$ cat src/hw/shpf_pkg.sv
// shared constants for the serial host port framer
package shpf_pkg;
    localparam int unsigned CLK_HZ = 10_000_000;
    localparam int unsigned OVS = 16;
    // baud select codes
    localparam logic [2:0] BAUD_300  = 3'h0;
    localparam logic [2:0] BAUD_600  = 3'h1;
    localparam logic [2:0] BAUD_1200 = 3'h2;
    localparam logic [2:0] BAUD_2400 = 3'h3;
    localparam logic [2:0] BAUD_4800 = 3'h4;
    localparam logic [2:0] BAUD_9600 = 3'h5;
    localparam logic [2:0] BAUD_RST  = BAUD_9600;
    // oversample tick divisors: clk / (baud * 16), rounded down
    localparam logic [11:0] DIV_300  = 12'(CLK_HZ / (300 * OVS));
    localparam logic [11:0] DIV_600  = 12'(CLK_HZ / (600 * OVS));
    localparam logic [11:0] DIV_1200 = 12'(CLK_HZ / (1200 * OVS));
    localparam logic [11:0] DIV_2400 = 12'(CLK_HZ / (2400 * OVS));
    localparam logic [11:0] DIV_4800 = 12'(CLK_HZ / (4800 * OVS));
    localparam logic [11:0] DIV_9600 = 12'(CLK_HZ / (9600 * OVS));
    // character formats
    localparam logic [1:0] FMT_N8 = 2'h0;
    localparam logic [1:0] FMT_E7 = 2'h1;
    localparam logic [1:0] FMT_O7 = 2'h2;
    localparam logic [1:0] FMT_RST = FMT_N8;
    localparam int unsigned STOP_BITS = 2;
    localparam int unsigned FIFO_DEPTH = 16;
    localparam int unsigned FIFO_AW = 4;
    // register byte offsets
    localparam logic [7:0] OFS_CTRL   = 8'h00;
    localparam logic [7:0] OFS_STATUS = 8'h04;
    localparam logic [7:0] OFS_TXDATA = 8'h08;
    localparam logic [7:0] OFS_RXDATA = 8'h0c;
    // ctrl fields
    localparam int unsigned CTRL_BAUD_LSB = 0;
    localparam int unsigned CTRL_FMT_LSB  = 4;
    localparam int unsigned CTRL_DTR_BIT  = 8;
    localparam logic [31:0] CTRL_RST = 32'h0000_0005;
    // status fields
    localparam int unsigned ST_RXAV  = 0;
    localparam int unsigned ST_TXFUL = 1;
    localparam int unsigned ST_TXBSY = 2;
    localparam int unsigned ST_FERR  = 3;
    localparam int unsigned ST_PERR  = 4;
    localparam int unsigned ST_OVR   = 5;
    localparam int unsigned ST_DSR   = 6;
    localparam int unsigned ST_RXBSY = 7;
    typedef enum logic [2:0] {
        SHPF_IDLE   = 3'b000,
        SHPF_START  = 3'b001,
        SHPF_DATA   = 3'b010,
        SHPF_PARITY = 3'b011,
        SHPF_STOP   = 3'b100
    } shpf_state_t;
endpackage : shpf_pkg

$ cat src/hw/shpf_fifo.sv
// synchronous valid/ready fifo in flip-flops
`timescale 1ns/1ns
module shpf_fifo #(
    parameter int unsigned WIDTH = 8,
    parameter int unsigned DEPTH = 16,
    parameter int unsigned AW    = 4
) (
    // clock and reset
    input  wire logic             clk,
    input  wire logic             sys_rst,
    // fill side
    input  wire logic             in_valid,
    output logic                  in_ready,
    input  wire logic [WIDTH-1:0] in_data,
    // drain side
    output logic                  out_valid,
    input  wire logic             out_ready,
    output logic [WIDTH-1:0]      out_data
);
    logic [WIDTH-1:0] mem_q [DEPTH];
    logic [AW-1:0]    wr_q;
    logic [AW-1:0]    rd_q;
    logic [AW:0]      cnt_q;
    logic             push;
    logic             pop;

    assign in_ready  = (cnt_q != (AW+1)'(DEPTH));
    assign out_valid = (cnt_q != '0);
    assign push      = in_valid && in_ready;
    assign pop       = out_valid && out_ready;
    assign out_data  = mem_q[rd_q];

    always_ff @(posedge clk) begin
        if (push) begin
            mem_q[wr_q] <= in_data;
        end
    end

    always_ff @(posedge clk) begin
        if (sys_rst) begin
            wr_q  <= '0;
            rd_q  <= '0;
            cnt_q <= '0;
        end else begin
            if (push) begin
                wr_q <= wr_q + 1'b1;
            end
            if (pop) begin
                rd_q <= rd_q + 1'b1;
            end
            if (push && !pop) begin
                cnt_q <= cnt_q + 1'b1;
            end else if (pop && !push) begin
                cnt_q <= cnt_q - 1'b1;
            end
        end
    end
endmodule : shpf_fifo

$ cat src/hw/shpf_top.sv
// serial host port framer: apb registers, dte transmitter and receiver
//
// Local design decisions: the APB register port and the placing of the registers.
`timescale 1ns/1ns
module shpf_top (
    // clock and reset
    input  wire logic        clk,
    input  wire logic        sys_rst,
    // apb slave
    input  wire logic        psel,
    input  wire logic        penable,
    input  wire logic        pwrite,
    input  wire logic [7:0]  paddr,
    input  wire logic [31:0] pwdata,
    output logic [31:0]      prdata,
    output logic             pready,
    output logic             pslverr,
    // serial pins
    output logic             txd,
    input  wire logic        rxd,
    output logic             dtr,
    input  wire logic        dsr
);
    logic [31:0] ctrl_q;
    logic [2:0]  baud_act_q;
    logic [1:0]  fmt_act_q;
    logic [11:0] div_val;
    logic [11:0] div_q;
    logic        tick;
    logic        apb_wr;
    logic        apb_rd;
    logic        tf_in_valid;
    logic        tf_in_ready;
    logic        tf_out_valid;
    logic        tf_out_ready;
    logic [7:0]  tf_out_data;
    logic        tx_idle;
    logic        rx_idle;
    logic        ferr_q;
    logic        perr_q;
    logic        ovr_q;
    logic        rx_av_q;
    logic [7:0]  rx_buf_q;
    logic        rx_set;
    logic        ferr_set;
    logic        perr_set;
    logic        ovr_set;
    logic        rx_clr;
    logic        err_clr;

    assign apb_wr  = psel && penable && pwrite;
    assign apb_rd  = psel && penable && !pwrite;
    assign pready  = 1'b1;
    assign pslverr = 1'b0;
    assign tf_in_valid = apb_wr && (paddr == shpf_pkg::OFS_TXDATA);
    assign rx_clr  = apb_rd && (paddr == shpf_pkg::OFS_RXDATA);
    assign err_clr = apb_wr && (paddr == shpf_pkg::OFS_STATUS);

    always_ff @(posedge clk) begin
        if (sys_rst) begin
            ctrl_q <= shpf_pkg::CTRL_RST;
        end else if (apb_wr && paddr == shpf_pkg::OFS_CTRL) begin
            ctrl_q <= {23'h0, pwdata[8:0]};
        end
    end

    always_ff @(posedge clk) begin
        if (sys_rst) begin
            baud_act_q <= shpf_pkg::BAUD_RST;
            fmt_act_q  <= shpf_pkg::FMT_RST;
        end else if (tx_idle && rx_idle) begin
            baud_act_q <= ctrl_q[shpf_pkg::CTRL_BAUD_LSB +: 3];
            fmt_act_q  <= ctrl_q[shpf_pkg::CTRL_FMT_LSB +: 2];
        end
    end

    always_comb begin
        unique case (baud_act_q)
            shpf_pkg::BAUD_300:  div_val = shpf_pkg::DIV_300;
            shpf_pkg::BAUD_600:  div_val = shpf_pkg::DIV_600;
            shpf_pkg::BAUD_1200: div_val = shpf_pkg::DIV_1200;
            shpf_pkg::BAUD_2400: div_val = shpf_pkg::DIV_2400;
            shpf_pkg::BAUD_4800: div_val = shpf_pkg::DIV_4800;
            default:             div_val = shpf_pkg::DIV_9600;
        endcase
    end

    always_ff @(posedge clk) begin
        if (sys_rst || div_q >= div_val - 12'h1) begin
            div_q <= 12'h0;
        end else begin
            div_q <= div_q + 12'h1;
        end
    end
    assign tick = (div_q >= div_val - 12'h1);

    // transmit path through the fifo
    shpf_fifo #(
        .WIDTH (8),
        .DEPTH (shpf_pkg::FIFO_DEPTH),
        .AW    (shpf_pkg::FIFO_AW)
    ) u_txfifo (
        .clk       (clk),
        .sys_rst   (sys_rst),
        .in_valid  (tf_in_valid),
        .in_ready  (tf_in_ready),
        .in_data   (pwdata[7:0]),
        .out_valid (tf_out_valid),
        .out_ready (tf_out_ready),
        .out_data  (tf_out_data)
    );

    // ---- transmitter
    shpf_pkg::shpf_state_t tx_st_q;
    logic [3:0] tx_ph_q;
    logic [3:0] tx_bit_q;
    logic [7:0] tx_sh_q;
    logic       tx_par_q;
    logic       txd_q;
    logic       tx_seven;
    logic       tx_bit_end;

    assign tx_seven   = (fmt_act_q != shpf_pkg::FMT_N8);
    assign tx_bit_end = tick && (tx_ph_q == 4'hf);
    assign tx_idle    = (tx_st_q == shpf_pkg::SHPF_IDLE);
    assign tf_out_ready = tx_idle && dsr && tick;

    always_ff @(posedge clk) begin
        if (sys_rst) begin
            tx_st_q  <= shpf_pkg::SHPF_IDLE;
            tx_ph_q  <= 4'h0;
            tx_bit_q <= 4'h0;
            tx_sh_q  <= 8'h0;
            tx_par_q <= 1'b0;
            txd_q    <= 1'b1;
        end else begin
            if (tick && !tx_idle) begin
                tx_ph_q <= tx_ph_q + 4'h1;
            end
            unique case (tx_st_q)
                shpf_pkg::SHPF_IDLE: begin
                    txd_q <= 1'b1;
                    if (tf_out_valid && tf_out_ready) begin
                        tx_st_q  <= shpf_pkg::SHPF_START;
                        tx_sh_q  <= tf_out_data;
                        tx_par_q <= (fmt_act_q == shpf_pkg::FMT_O7);
                        tx_ph_q  <= 4'h0;
                        txd_q    <= 1'b0;
                    end
                end
                shpf_pkg::SHPF_START: begin
                    if (tx_bit_end) begin
                        tx_st_q  <= shpf_pkg::SHPF_DATA;
                        tx_bit_q <= 4'h0;
                        txd_q    <= tx_sh_q[0];
                        tx_par_q <= tx_par_q ^ tx_sh_q[0];
                        tx_sh_q  <= {1'b0, tx_sh_q[7:1]};
                    end
                end
                shpf_pkg::SHPF_DATA: begin
                    if (tx_bit_end) begin
                        tx_bit_q <= tx_bit_q + 4'h1;
                        if (tx_bit_q == (tx_seven ? 4'h6 : 4'h7)) begin
                            tx_bit_q <= 4'h0;
                            if (tx_seven) begin
                                tx_st_q <= shpf_pkg::SHPF_PARITY;
                                txd_q   <= tx_par_q;
                            end else begin
                                tx_st_q <= shpf_pkg::SHPF_STOP;
                                txd_q   <= 1'b1;
                            end
                        end else begin
                            txd_q    <= tx_sh_q[0];
                            tx_par_q <= tx_par_q ^ tx_sh_q[0];
                            tx_sh_q  <= {1'b0, tx_sh_q[7:1]};
                        end
                    end
                end
                shpf_pkg::SHPF_PARITY: begin
                    if (tx_bit_end) begin
                        tx_st_q <= shpf_pkg::SHPF_STOP;
                        txd_q   <= 1'b1;
                    end
                end
                shpf_pkg::SHPF_STOP: begin
                    if (tx_bit_end) begin
                        tx_bit_q <= tx_bit_q + 4'h1;
                        if (tx_bit_q == 4'(shpf_pkg::STOP_BITS - 1)) begin
                            tx_st_q <= shpf_pkg::SHPF_IDLE;
                        end
                    end
                end
                default: tx_st_q <= shpf_pkg::SHPF_IDLE;
            endcase
        end
    end
    assign txd = txd_q;
    assign dtr = ctrl_q[shpf_pkg::CTRL_DTR_BIT];

    // ---- receiver
    shpf_pkg::shpf_state_t rx_st_q;
    logic [3:0] rx_ph_q;
    logic [3:0] rx_bit_q;
    logic [7:0] rx_sh_q;
    logic       rx_par_q;
    logic       rx_pbad_q;
    logic       rx_mid;

    assign rx_idle = (rx_st_q == shpf_pkg::SHPF_IDLE);
    assign rx_mid  = tick && (rx_ph_q == 4'h7);
    assign rx_set   = rx_mid && (rx_st_q == shpf_pkg::SHPF_STOP) &&
                      (rx_bit_q == 4'(shpf_pkg::STOP_BITS - 1));
    assign ferr_set = rx_mid && (rx_st_q == shpf_pkg::SHPF_STOP) && !rxd;
    assign perr_set = rx_set && rx_pbad_q;
    assign ovr_set  = rx_set && rx_av_q && !rx_clr;

    always_ff @(posedge clk) begin
        if (sys_rst) begin
            rx_st_q   <= shpf_pkg::SHPF_IDLE;
            rx_ph_q   <= 4'h0;
            rx_bit_q  <= 4'h0;
            rx_sh_q   <= 8'h0;
            rx_par_q  <= 1'b0;
            rx_pbad_q <= 1'b0;
        end else begin
            if (tick) begin
                rx_ph_q <= rx_ph_q + 4'h1;
            end
            unique case (rx_st_q)
                shpf_pkg::SHPF_IDLE: begin
                    if (tick && !rxd && dtr) begin
                        rx_st_q   <= shpf_pkg::SHPF_START;
                        rx_ph_q   <= 4'h1;
                        rx_par_q  <= (fmt_act_q == shpf_pkg::FMT_O7);
                        rx_pbad_q <= 1'b0;
                        rx_bit_q  <= 4'h0;
                        rx_sh_q   <= 8'h0;
                    end
                end
                shpf_pkg::SHPF_START: begin
                    // glitch filter: start must hold to mid-bit
                    if (rx_mid) begin
                        rx_st_q <= rxd ? shpf_pkg::SHPF_IDLE
                                       : shpf_pkg::SHPF_DATA;
                    end
                end
                shpf_pkg::SHPF_DATA: begin
                    if (rx_mid) begin
                        rx_bit_q <= rx_bit_q + 4'h1;
                        rx_par_q <= rx_par_q ^ rxd;
                        if (fmt_act_q != shpf_pkg::FMT_N8) begin
                            rx_sh_q <= {1'b0, rxd, rx_sh_q[6:1]};
                        end else begin
                            rx_sh_q <= {rxd, rx_sh_q[7:1]};
                        end
                        if (rx_bit_q == ((fmt_act_q != shpf_pkg::FMT_N8)
                                         ? 4'h6 : 4'h7)) begin
                            rx_bit_q <= 4'h0;
                            rx_st_q  <= (fmt_act_q != shpf_pkg::FMT_N8)
                                        ? shpf_pkg::SHPF_PARITY
                                        : shpf_pkg::SHPF_STOP;
                        end
                    end
                end
                shpf_pkg::SHPF_PARITY: begin
                    if (rx_mid) begin
                        rx_pbad_q <= rx_par_q ^ rxd;
                        rx_st_q   <= shpf_pkg::SHPF_STOP;
                    end
                end
                shpf_pkg::SHPF_STOP: begin
                    if (rx_mid) begin
                        rx_bit_q <= rx_bit_q + 4'h1;
                        if (rx_bit_q == 4'(shpf_pkg::STOP_BITS - 1)) begin
                            rx_st_q <= shpf_pkg::SHPF_IDLE;
                        end
                    end
                end
                default: rx_st_q <= shpf_pkg::SHPF_IDLE;
            endcase
        end
    end

    // received character and sticky flags; set wins over clear
    always_ff @(posedge clk) begin
        if (sys_rst) begin
            rx_buf_q <= 8'h0;
        end else if (rx_set) begin
            rx_buf_q <= rx_sh_q;
        end
    end

    always_ff @(posedge clk) begin
        if (sys_rst) begin
            rx_av_q <= 1'b0;
            ferr_q  <= 1'b0;
            perr_q  <= 1'b0;
            ovr_q   <= 1'b0;
        end else begin
            rx_av_q <= rx_set || (rx_av_q && !rx_clr);
            ferr_q  <= ferr_set ||
                       (ferr_q && !(err_clr && pwdata[shpf_pkg::ST_FERR]));
            perr_q  <= perr_set ||
                       (perr_q && !(err_clr && pwdata[shpf_pkg::ST_PERR]));
            ovr_q   <= ovr_set ||
                       (ovr_q && !(err_clr && pwdata[shpf_pkg::ST_OVR]));
        end
    end

    // read data registered at the setup phase
    always_ff @(posedge clk) begin
        if (sys_rst) begin
            prdata <= 32'h0;
        end else if (psel && !penable) begin
            unique case (paddr)
                shpf_pkg::OFS_CTRL:   prdata <= ctrl_q;
                shpf_pkg::OFS_STATUS: prdata <= {24'h0, !rx_idle, dsr,
                    ovr_q, perr_q, ferr_q, !tx_idle || tf_out_valid,
                    !tf_in_ready, rx_av_q};
                shpf_pkg::OFS_RXDATA: prdata <= {24'h0, rx_buf_q};
                default:              prdata <= 32'h0;
            endcase
        end
    end
endmodule : shpf_top

$ cat config.mk
export PLATFORM = sky130hd
export DESIGN_NAME = shpf_top
export DESIGN_NICKNAME = d
export VERILOG_FILES = /design/src/hw/shpf_pkg.sv /design/src/hw/shpf_fifo.sv /design/src/hw/shpf_top.sv
export SDC_FILE = /design/constraint.sdc
export NUM_CORES = 1
export LEC_CHECK = 0
export BUFFER_PORTS_ARGS = -buffer_cell sky130_fd_sc_hd__buf_2
export CELL_PAD_IN_SITES_DETAIL_PLACEMENT = 0
export CELL_PAD_IN_SITES_GLOBAL_PLACEMENT = 2
export CORE_ASPECT_RATIO = 0.7
export CORE_MARGIN = 2
export CORE_UTILIZATION = 26
export CTS_BUF_LIST = sky130_fd_sc_hd__clkbuf_16
export DETAILED_ROUTE_END_ITERATION = 16
export PLACE_DENSITY = 0.61
export SLEW_MARGIN = 30
export SYNTH_ARGS = -nofsm -noshare
export SYNTH_HDL_FRONTEND = slang
export SYNTH_SLANG_ARGS = --single-unit
$ cat constraint.sdc
create_clock -name clk -period 4.7 [get_ports clk]
set_input_delay 0.235 -clock clk [delete_from_list [all_inputs] [get_ports clk]]
set_output_delay 0.235 -clock clk [all_outputs]
set_load 0.02 [all_outputs]
# After elaboration in Yosys (flattened, before gate mapping)
# Memories as Yosys holds them, arrays and structs flattened. A register that Yosys moved wholly into a read port is not among the register bits.
# Cells that the tools add are included.
# totals
ff_bits	125
mem_bits_rw	128
inputBits	47
out_inout_bits	36
word_cells	218
mem_count	1
# classes
addsub	10
order_cmp	1
eq_ne	38
mux	69
n_bitwise	2
reduce_logical	72
# memory_table
name	depth	word_bits	read_ports	rd_ports_with_merged_regs	write_ports	line	text
u_txfifo.mem_q	16	8	1	1	1	shpf_fifo.sv:20	logic [WIDTH-1:0] mem_q [DEPTH];
# op_table
cell	n
2-to-1 mux 4 bit	16
case mux 12 bit (5 select lines)	1
2-to-1 mux 8 bit	7
2-to-1 mux 3 bit	15
logical AND 1 bit	33
case mux 3 bit (5 select lines)	2
case mux 9 bit (3 select lines)	1
adder 4 x 1 -> 4 bit, second input constant	6
!= test 2 bit, second input constant	12
case mux 4 bit (3 select lines)	2
case mux 8 bit (3 select lines)	1
== test 3 x 2 -> 1 bit, second input constant	6
== test 8 x 4 -> 1 bit, second input constant	2
2-to-1 mux 1 bit	16
case mux 8 bit (2 select lines)	1
AND reduction 7 bit	2
adder 12 x 1 -> 12 bit, second input constant	1
>= comparator 12 bit	1
logical NOT 1 bit	12
AND reduction 4 bit	3
subtractor 12 x 1 -> 12 bit, second input constant	1
2-to-1 mux 5 bit	2
== test 3 x 1 -> 1 bit, second input constant	3
== test 3 bit, second input constant	3
other kinds (25)	43

# Logic depth before layout (Yosys ltp)
# logic_depth
depth_word	10
ltp_mapped	24
depth_no_buf	24

# Cells and area by module
# A second synthesis with hierarchy kept.
# unflattened
hier_cells	929
area_unflattened_um2	10802.9
# modules_own_cells
mod	n_inst	cells_each	area_each_um2	seq_area_each_um2
shpf_fifo	1	311	5761.8	4184.0
shpf_top	1	618	5041.1	1781.7

# Worst setup path after synthesis
# No wires, ideal clock.
# synth_path
path_type	reg-to-reg
from	reg baud_act_q[0]
to	reg u_txfifo.cnt_q[4]
setup_ns	0.070
arrival_time_ns	3.902
required_ns	4.630
path_slack_ns	0.727
stages_incl_launch_ff	22
n_path_buf	0
synth_period_minus_slack_ns	3.973
path_cell_list	dfxtp_1 nor2_1 nand2_1 o21ai_0 ha_1 xnor2_1 nand2_1 ha_1 nand2_1 o21ai_0 a41oi_1 o21a_1 nor3_1 inv_1 ha_1 inv_1 ha_1 a21o_1 a21oi_1 xnor2_1 or3_1 a21oi_1
# synth_via
elab_chain_cells	9
word_cells_on_any_way	15
classes_between	add/sub: 1; order compare: 1; eq/ne: 4; mux: 2; reduce/logical: 7
# synth_lines
item	line	text
start, declared	shpf_top.sv:25	logic [2:0] baud_act_q;
start signal, assigned	shpf_top.sv:69	baud_act_q <= shpf_pkg::BAUD_RST;
start signal, assigned	shpf_top.sv:72	baud_act_q <= ctrl_q[shpf_pkg::CTRL_BAUD_LSB +: 3];
== test 3 bit (tied with other cells)	shpf_top.sv:78	unique case (baud_act_q)
case mux 12 bit (5 select lines) (*)	shpf_top.sv:78	
subtractor 12 x 1 -> 12 bit (*)	shpf_top.sv:95	assign tick = (div_q >= div_val - 12'h1);
>= comparator 12 bit (*)	shpf_top.sv:95	
logical AND 1 bit (*)	shpf_top.sv:126	assign tf_out_ready = tx_idle && dsr && tick;
logical AND 1 bit (*)	shpf_fifo.sv:30	assign pop = out_valid && out_ready;
logical NOT 1 bit	shpf_fifo.sv:51	if (push && !pop) begin
logical AND 1 bit	shpf_fifo.sv:51	
2-to-1 mux 5 bit / nonzero test 2 bit (equally long branches)	n/a	
end signal, assigned	shpf_fifo.sv:52	cnt_q <= cnt_q + 1'b1;
end signal, assigned	shpf_fifo.sv:54	cnt_q <= cnt_q - 1'b1;
end, declared	shpf_fifo.sv:23	logic [AW:0] cnt_q;
# Mark *: on every way between the ends. The rest lies on a longest branch, timed or not.
# A chain may end at the register's enable or synchronous reset.

# Final worst setup path
# Ends and elaborated chain as after synthesis.

==> qor.yml <==
worst_slack_ps: 511
yosysWarnings: 0
grt_pass1_vias: 6672
async_flop_share_pct: 0
cp_slowest_cell: "dfxtp_1"
clock.fmax_ghz: 0.239
firstDrtPassIters: 4
placement_rows: 61
fill_cells: 4109
hold_path_class: "input pin to flip-flop"
htree_levels: 1
clock-skew-final_ps: 13.5
die_w_um: 245
numCtsBuffers: 26
crit_top_cell: "a21oi_1"
initial_utilization_pct: 26.5
crit_arrival_ps: 4660
clockBufferDepth: 3
min-delay-start: "pwdata[7]"
layout.cells.non_filler: 1489
power.density_mw_per_mm2: 341
drv_cap: 0
use_met2_pct: 16.3
synth-edff-count: 128
worstMarginPinSlew_ps: 969
vias_per_cell: 4.56
synth-seq-cells: 234
routed_wl_um: 25100
track_usage_pct: 12.0
wl_per_cell_um: 16.9
antenna_left: 0
antenna_found_initial: 0
cp_top_family: "compound AO/OA/AOI/OAI gates"
syn2layout_area_growth_pct: 13.9
cp.required_ps: 5170
dieHeight_um: 173
vdd_drop_max_mv: 0.260
clock_sinks: 234
drc: 0
finalPower_mw: 4.10
critPathKind: "flip-flop to flip-flop"
insertion_delay_ps: 550
rr_startpoint: "baud_act_q[0]"
synth.avg_cell_area_um2: 11.6
power.leakage_nw: 3.97
period_minus_slack_ps: 4190
yosysUniqueCellTypes: 65
drt-initial-drc-count: 463
crit_buf_inv: 2
path_clk_slew_ps: 60
whs_path_depth: 1
insertedDiodeCount: 0
grt_pass1_wl_um: 40100
pre_cts_ws_ps: 329
dp_cells: 1440
cts-root-buf: "clkbuf_16"
startpoint_type: "flip-flop"
status: "complete, no violations"
busiest_layer: "met1"
crit_fanout: 7
grt_util_met3_pct: 2.25
slew_headroom_pct: 35.3
end_kind: "flip-flop"
use_met1_pct: 19.5
postCtsSetupRepairBufs: 0
final_layout_size_suffix_gt1_share_pct: 15.3
grt_overflow: 0
final_util_pct: 30.1
layout.nets: 1011
finalHoldViolCount: 0
r2r_slack_ps: 510
setup_violations: 0
ios: 83
core_mm2: 0.0399
hpwl_um: 16900
rr_worst_depth: 23
finalCritPeriodShare_pct: 89.1
worstReg2RegEnd: "u_txfifo.cnt_q[4]"
whs_endpoint: "u_txfifo.mem_q[0][7]"
vias: 6797
netlist_area_mm2: 0.0106
io_buffers: 34
grt_setup_unrepaired: "false"
dieArea_mm2: 0.0423
cts_tree: "done"
grt_max_degree: 49
synthCells: 908
yosysSeqAreaShare_pct: 56.5
timing.final.max_slew_violations: 0
gp_congestion: 0.720
ys.flop_type: "edfxtp_1"
crit_cells: 23
max_stage_delay_ps: 380
crit_chain: "nor2_2, nand2_1, o21ai_1, ha_2, nor2_1, mux2i_1, nor2_1, a21oi_1, ha_1, a21oi_1, o21ai_1, a41oi_2, o21a_1, nor3_2, inv_1, ha_1, inv_1, ha_1, a21o_1, a21oi_1, xnor2_1, or3_1, a21oi_1"
setup_tns_ps: 0
==> sequential cells by signal, summed over array words and instances, names as in the netlist, 2 cells and up, named ones only <==
name            cells
ctrl_q              9
prdata              9
tx_ph_q             4
u_txfifo.rd_q       4
baud_act_q          3
rx_ph_q             4
u_txfifo.mem_q    128
rx_st_q             3
rx_bit_q            4
rx_buf_q            8
fmt_act_q           2
tx_sh_q             8
rx_sh_q             8
div_q              12
tx_bit_q            4
u_txfifo.wr_q       4
tx_st_q             3
u_txfifo.cnt_q      5
==> metal layers <==
metal  part of all wire [%]  routed length, um  vias up
li1                       -                  -     3366
met2                     40              10000       94
met5                      0                  0        -
met4                    1.7                422        0
met1                     54              13500     3305
met3                    4.8               1200       32
==> cell type report <==
type	instances	area [um^2]	share of cell area, %
sequential	234	5970	49.6
multi-input combinational	611	4300	35.8
tap	535	669	5.56
clock buffer	26	651	5.41
timing repair buffer	47	273	2.27
clock inverter	22	118	0.978
inverter	14	52.6	0.437
==> cell families (layout without fill, tap and decap cells) <==
logic type	Yosys count	in the layout	share of synthesized area [%]
other	2	26	0.0711
AND/OR/NAND/NOR	315	315	14.5
buffers and inverters	87	109	4.17
flip-flops	234	234	56.5
AO/OA/AOI/OAI	147	147	8.46
multiplexers	69	69	10.7
XOR/XNOR	24	24	1.99
adder cells (fa/ha/maj)	30	30	3.63
==> cells in the mapped netlist (all sizes together) (3+ instances only) <==
library cell	n	share of area [%]
xor2	11	0.91
mux4	34	7.3
or3	13	0.78
or4	5	0.39
nand2b	8	0.47
edfxtp	128	36
and3	6	0.36
nand2	79	2.8
ha	29	3.4
a21o	3	0.21
a22oi	11	0.78
a211o	3	0.25
buf	41	2.5
a211oi	11	0.78
nand3b	12	0.85
a21oi	59	2.8
nand4	14	0.83
mux2i	28	2.7
inv	14	0.50
nor4	7	0.47
nor3	22	1.2
xnor2	13	1.1
a221oi	7	0.58
clkbuf	32	1.1
nor2	103	3.7
o21ai	36	1.8
nand3	22	1.0
a31oi	3	0.18
nor2b	10	0.59
dfxtp	106	20
mux2	7	0.75
==> power by group <==
group / switching (mW) / internal [mW]
logic: 0.0726 / 0.0189
registers: 0.00365 / 2.16
clock network: 0.845 / 1.01
==> stage by stage <==
step                      hold WS [ps]  instance area [um^2]
final                             84.5                 12000
after global routing              80.6                 12000
after CTS                         63.0                 12000
after detailed placement           447                 11200
after global placement             444                 11200
after floorplan                    334                 10700
==> how the worst max path moves through the flow <==
stage | start | end | slack [ps]
after floorplan | baud_act_q[0] | u_txfifo.cnt_q[4] | 730
after global placement | baud_act_q[0] | u_txfifo.cnt_q[4] | 340
after detailed placement | baud_act_q[0] | u_txfifo.cnt_q[4] | 330
after CTS | baud_act_q[0] | u_txfifo.cnt_q[4] | 290
after global routing | baud_act_q[0] | u_txfifo.cnt_q[4] | 70
final | baud_act_q[0] | u_txfifo.cnt_q[4] | 510
==> what timing repair did <==
| action | 4_1_cts | 5_1_grt |
|---|---|---|
| hold buffers | 1 | 0 |
| gates resized for setup | 0 | 6 |
| hold endpoints to repair | 1 | 0 |
| endpoints found under the setup margin | 0 | 2 |
==> cells in the final DEF (no fill, tap or decap), types with 13 or more instances in the layout <==
cell and instances:
edfxtp_1 128, clkbuf_16 26, nand4_1 14, xnor2_1 13, nor2_1 94, ha_1 28, nand2_1 79, buf_4 13
buf_2 33, nor3_1 17, nand3_1 22, mux4_2 34, mux2i_1 28, conb_1 26, a21oi_1 58, inv_1 22
dfxtp_1 105, o21ai_0 30
No activity file was read; power rests on OpenSTA's default activity.
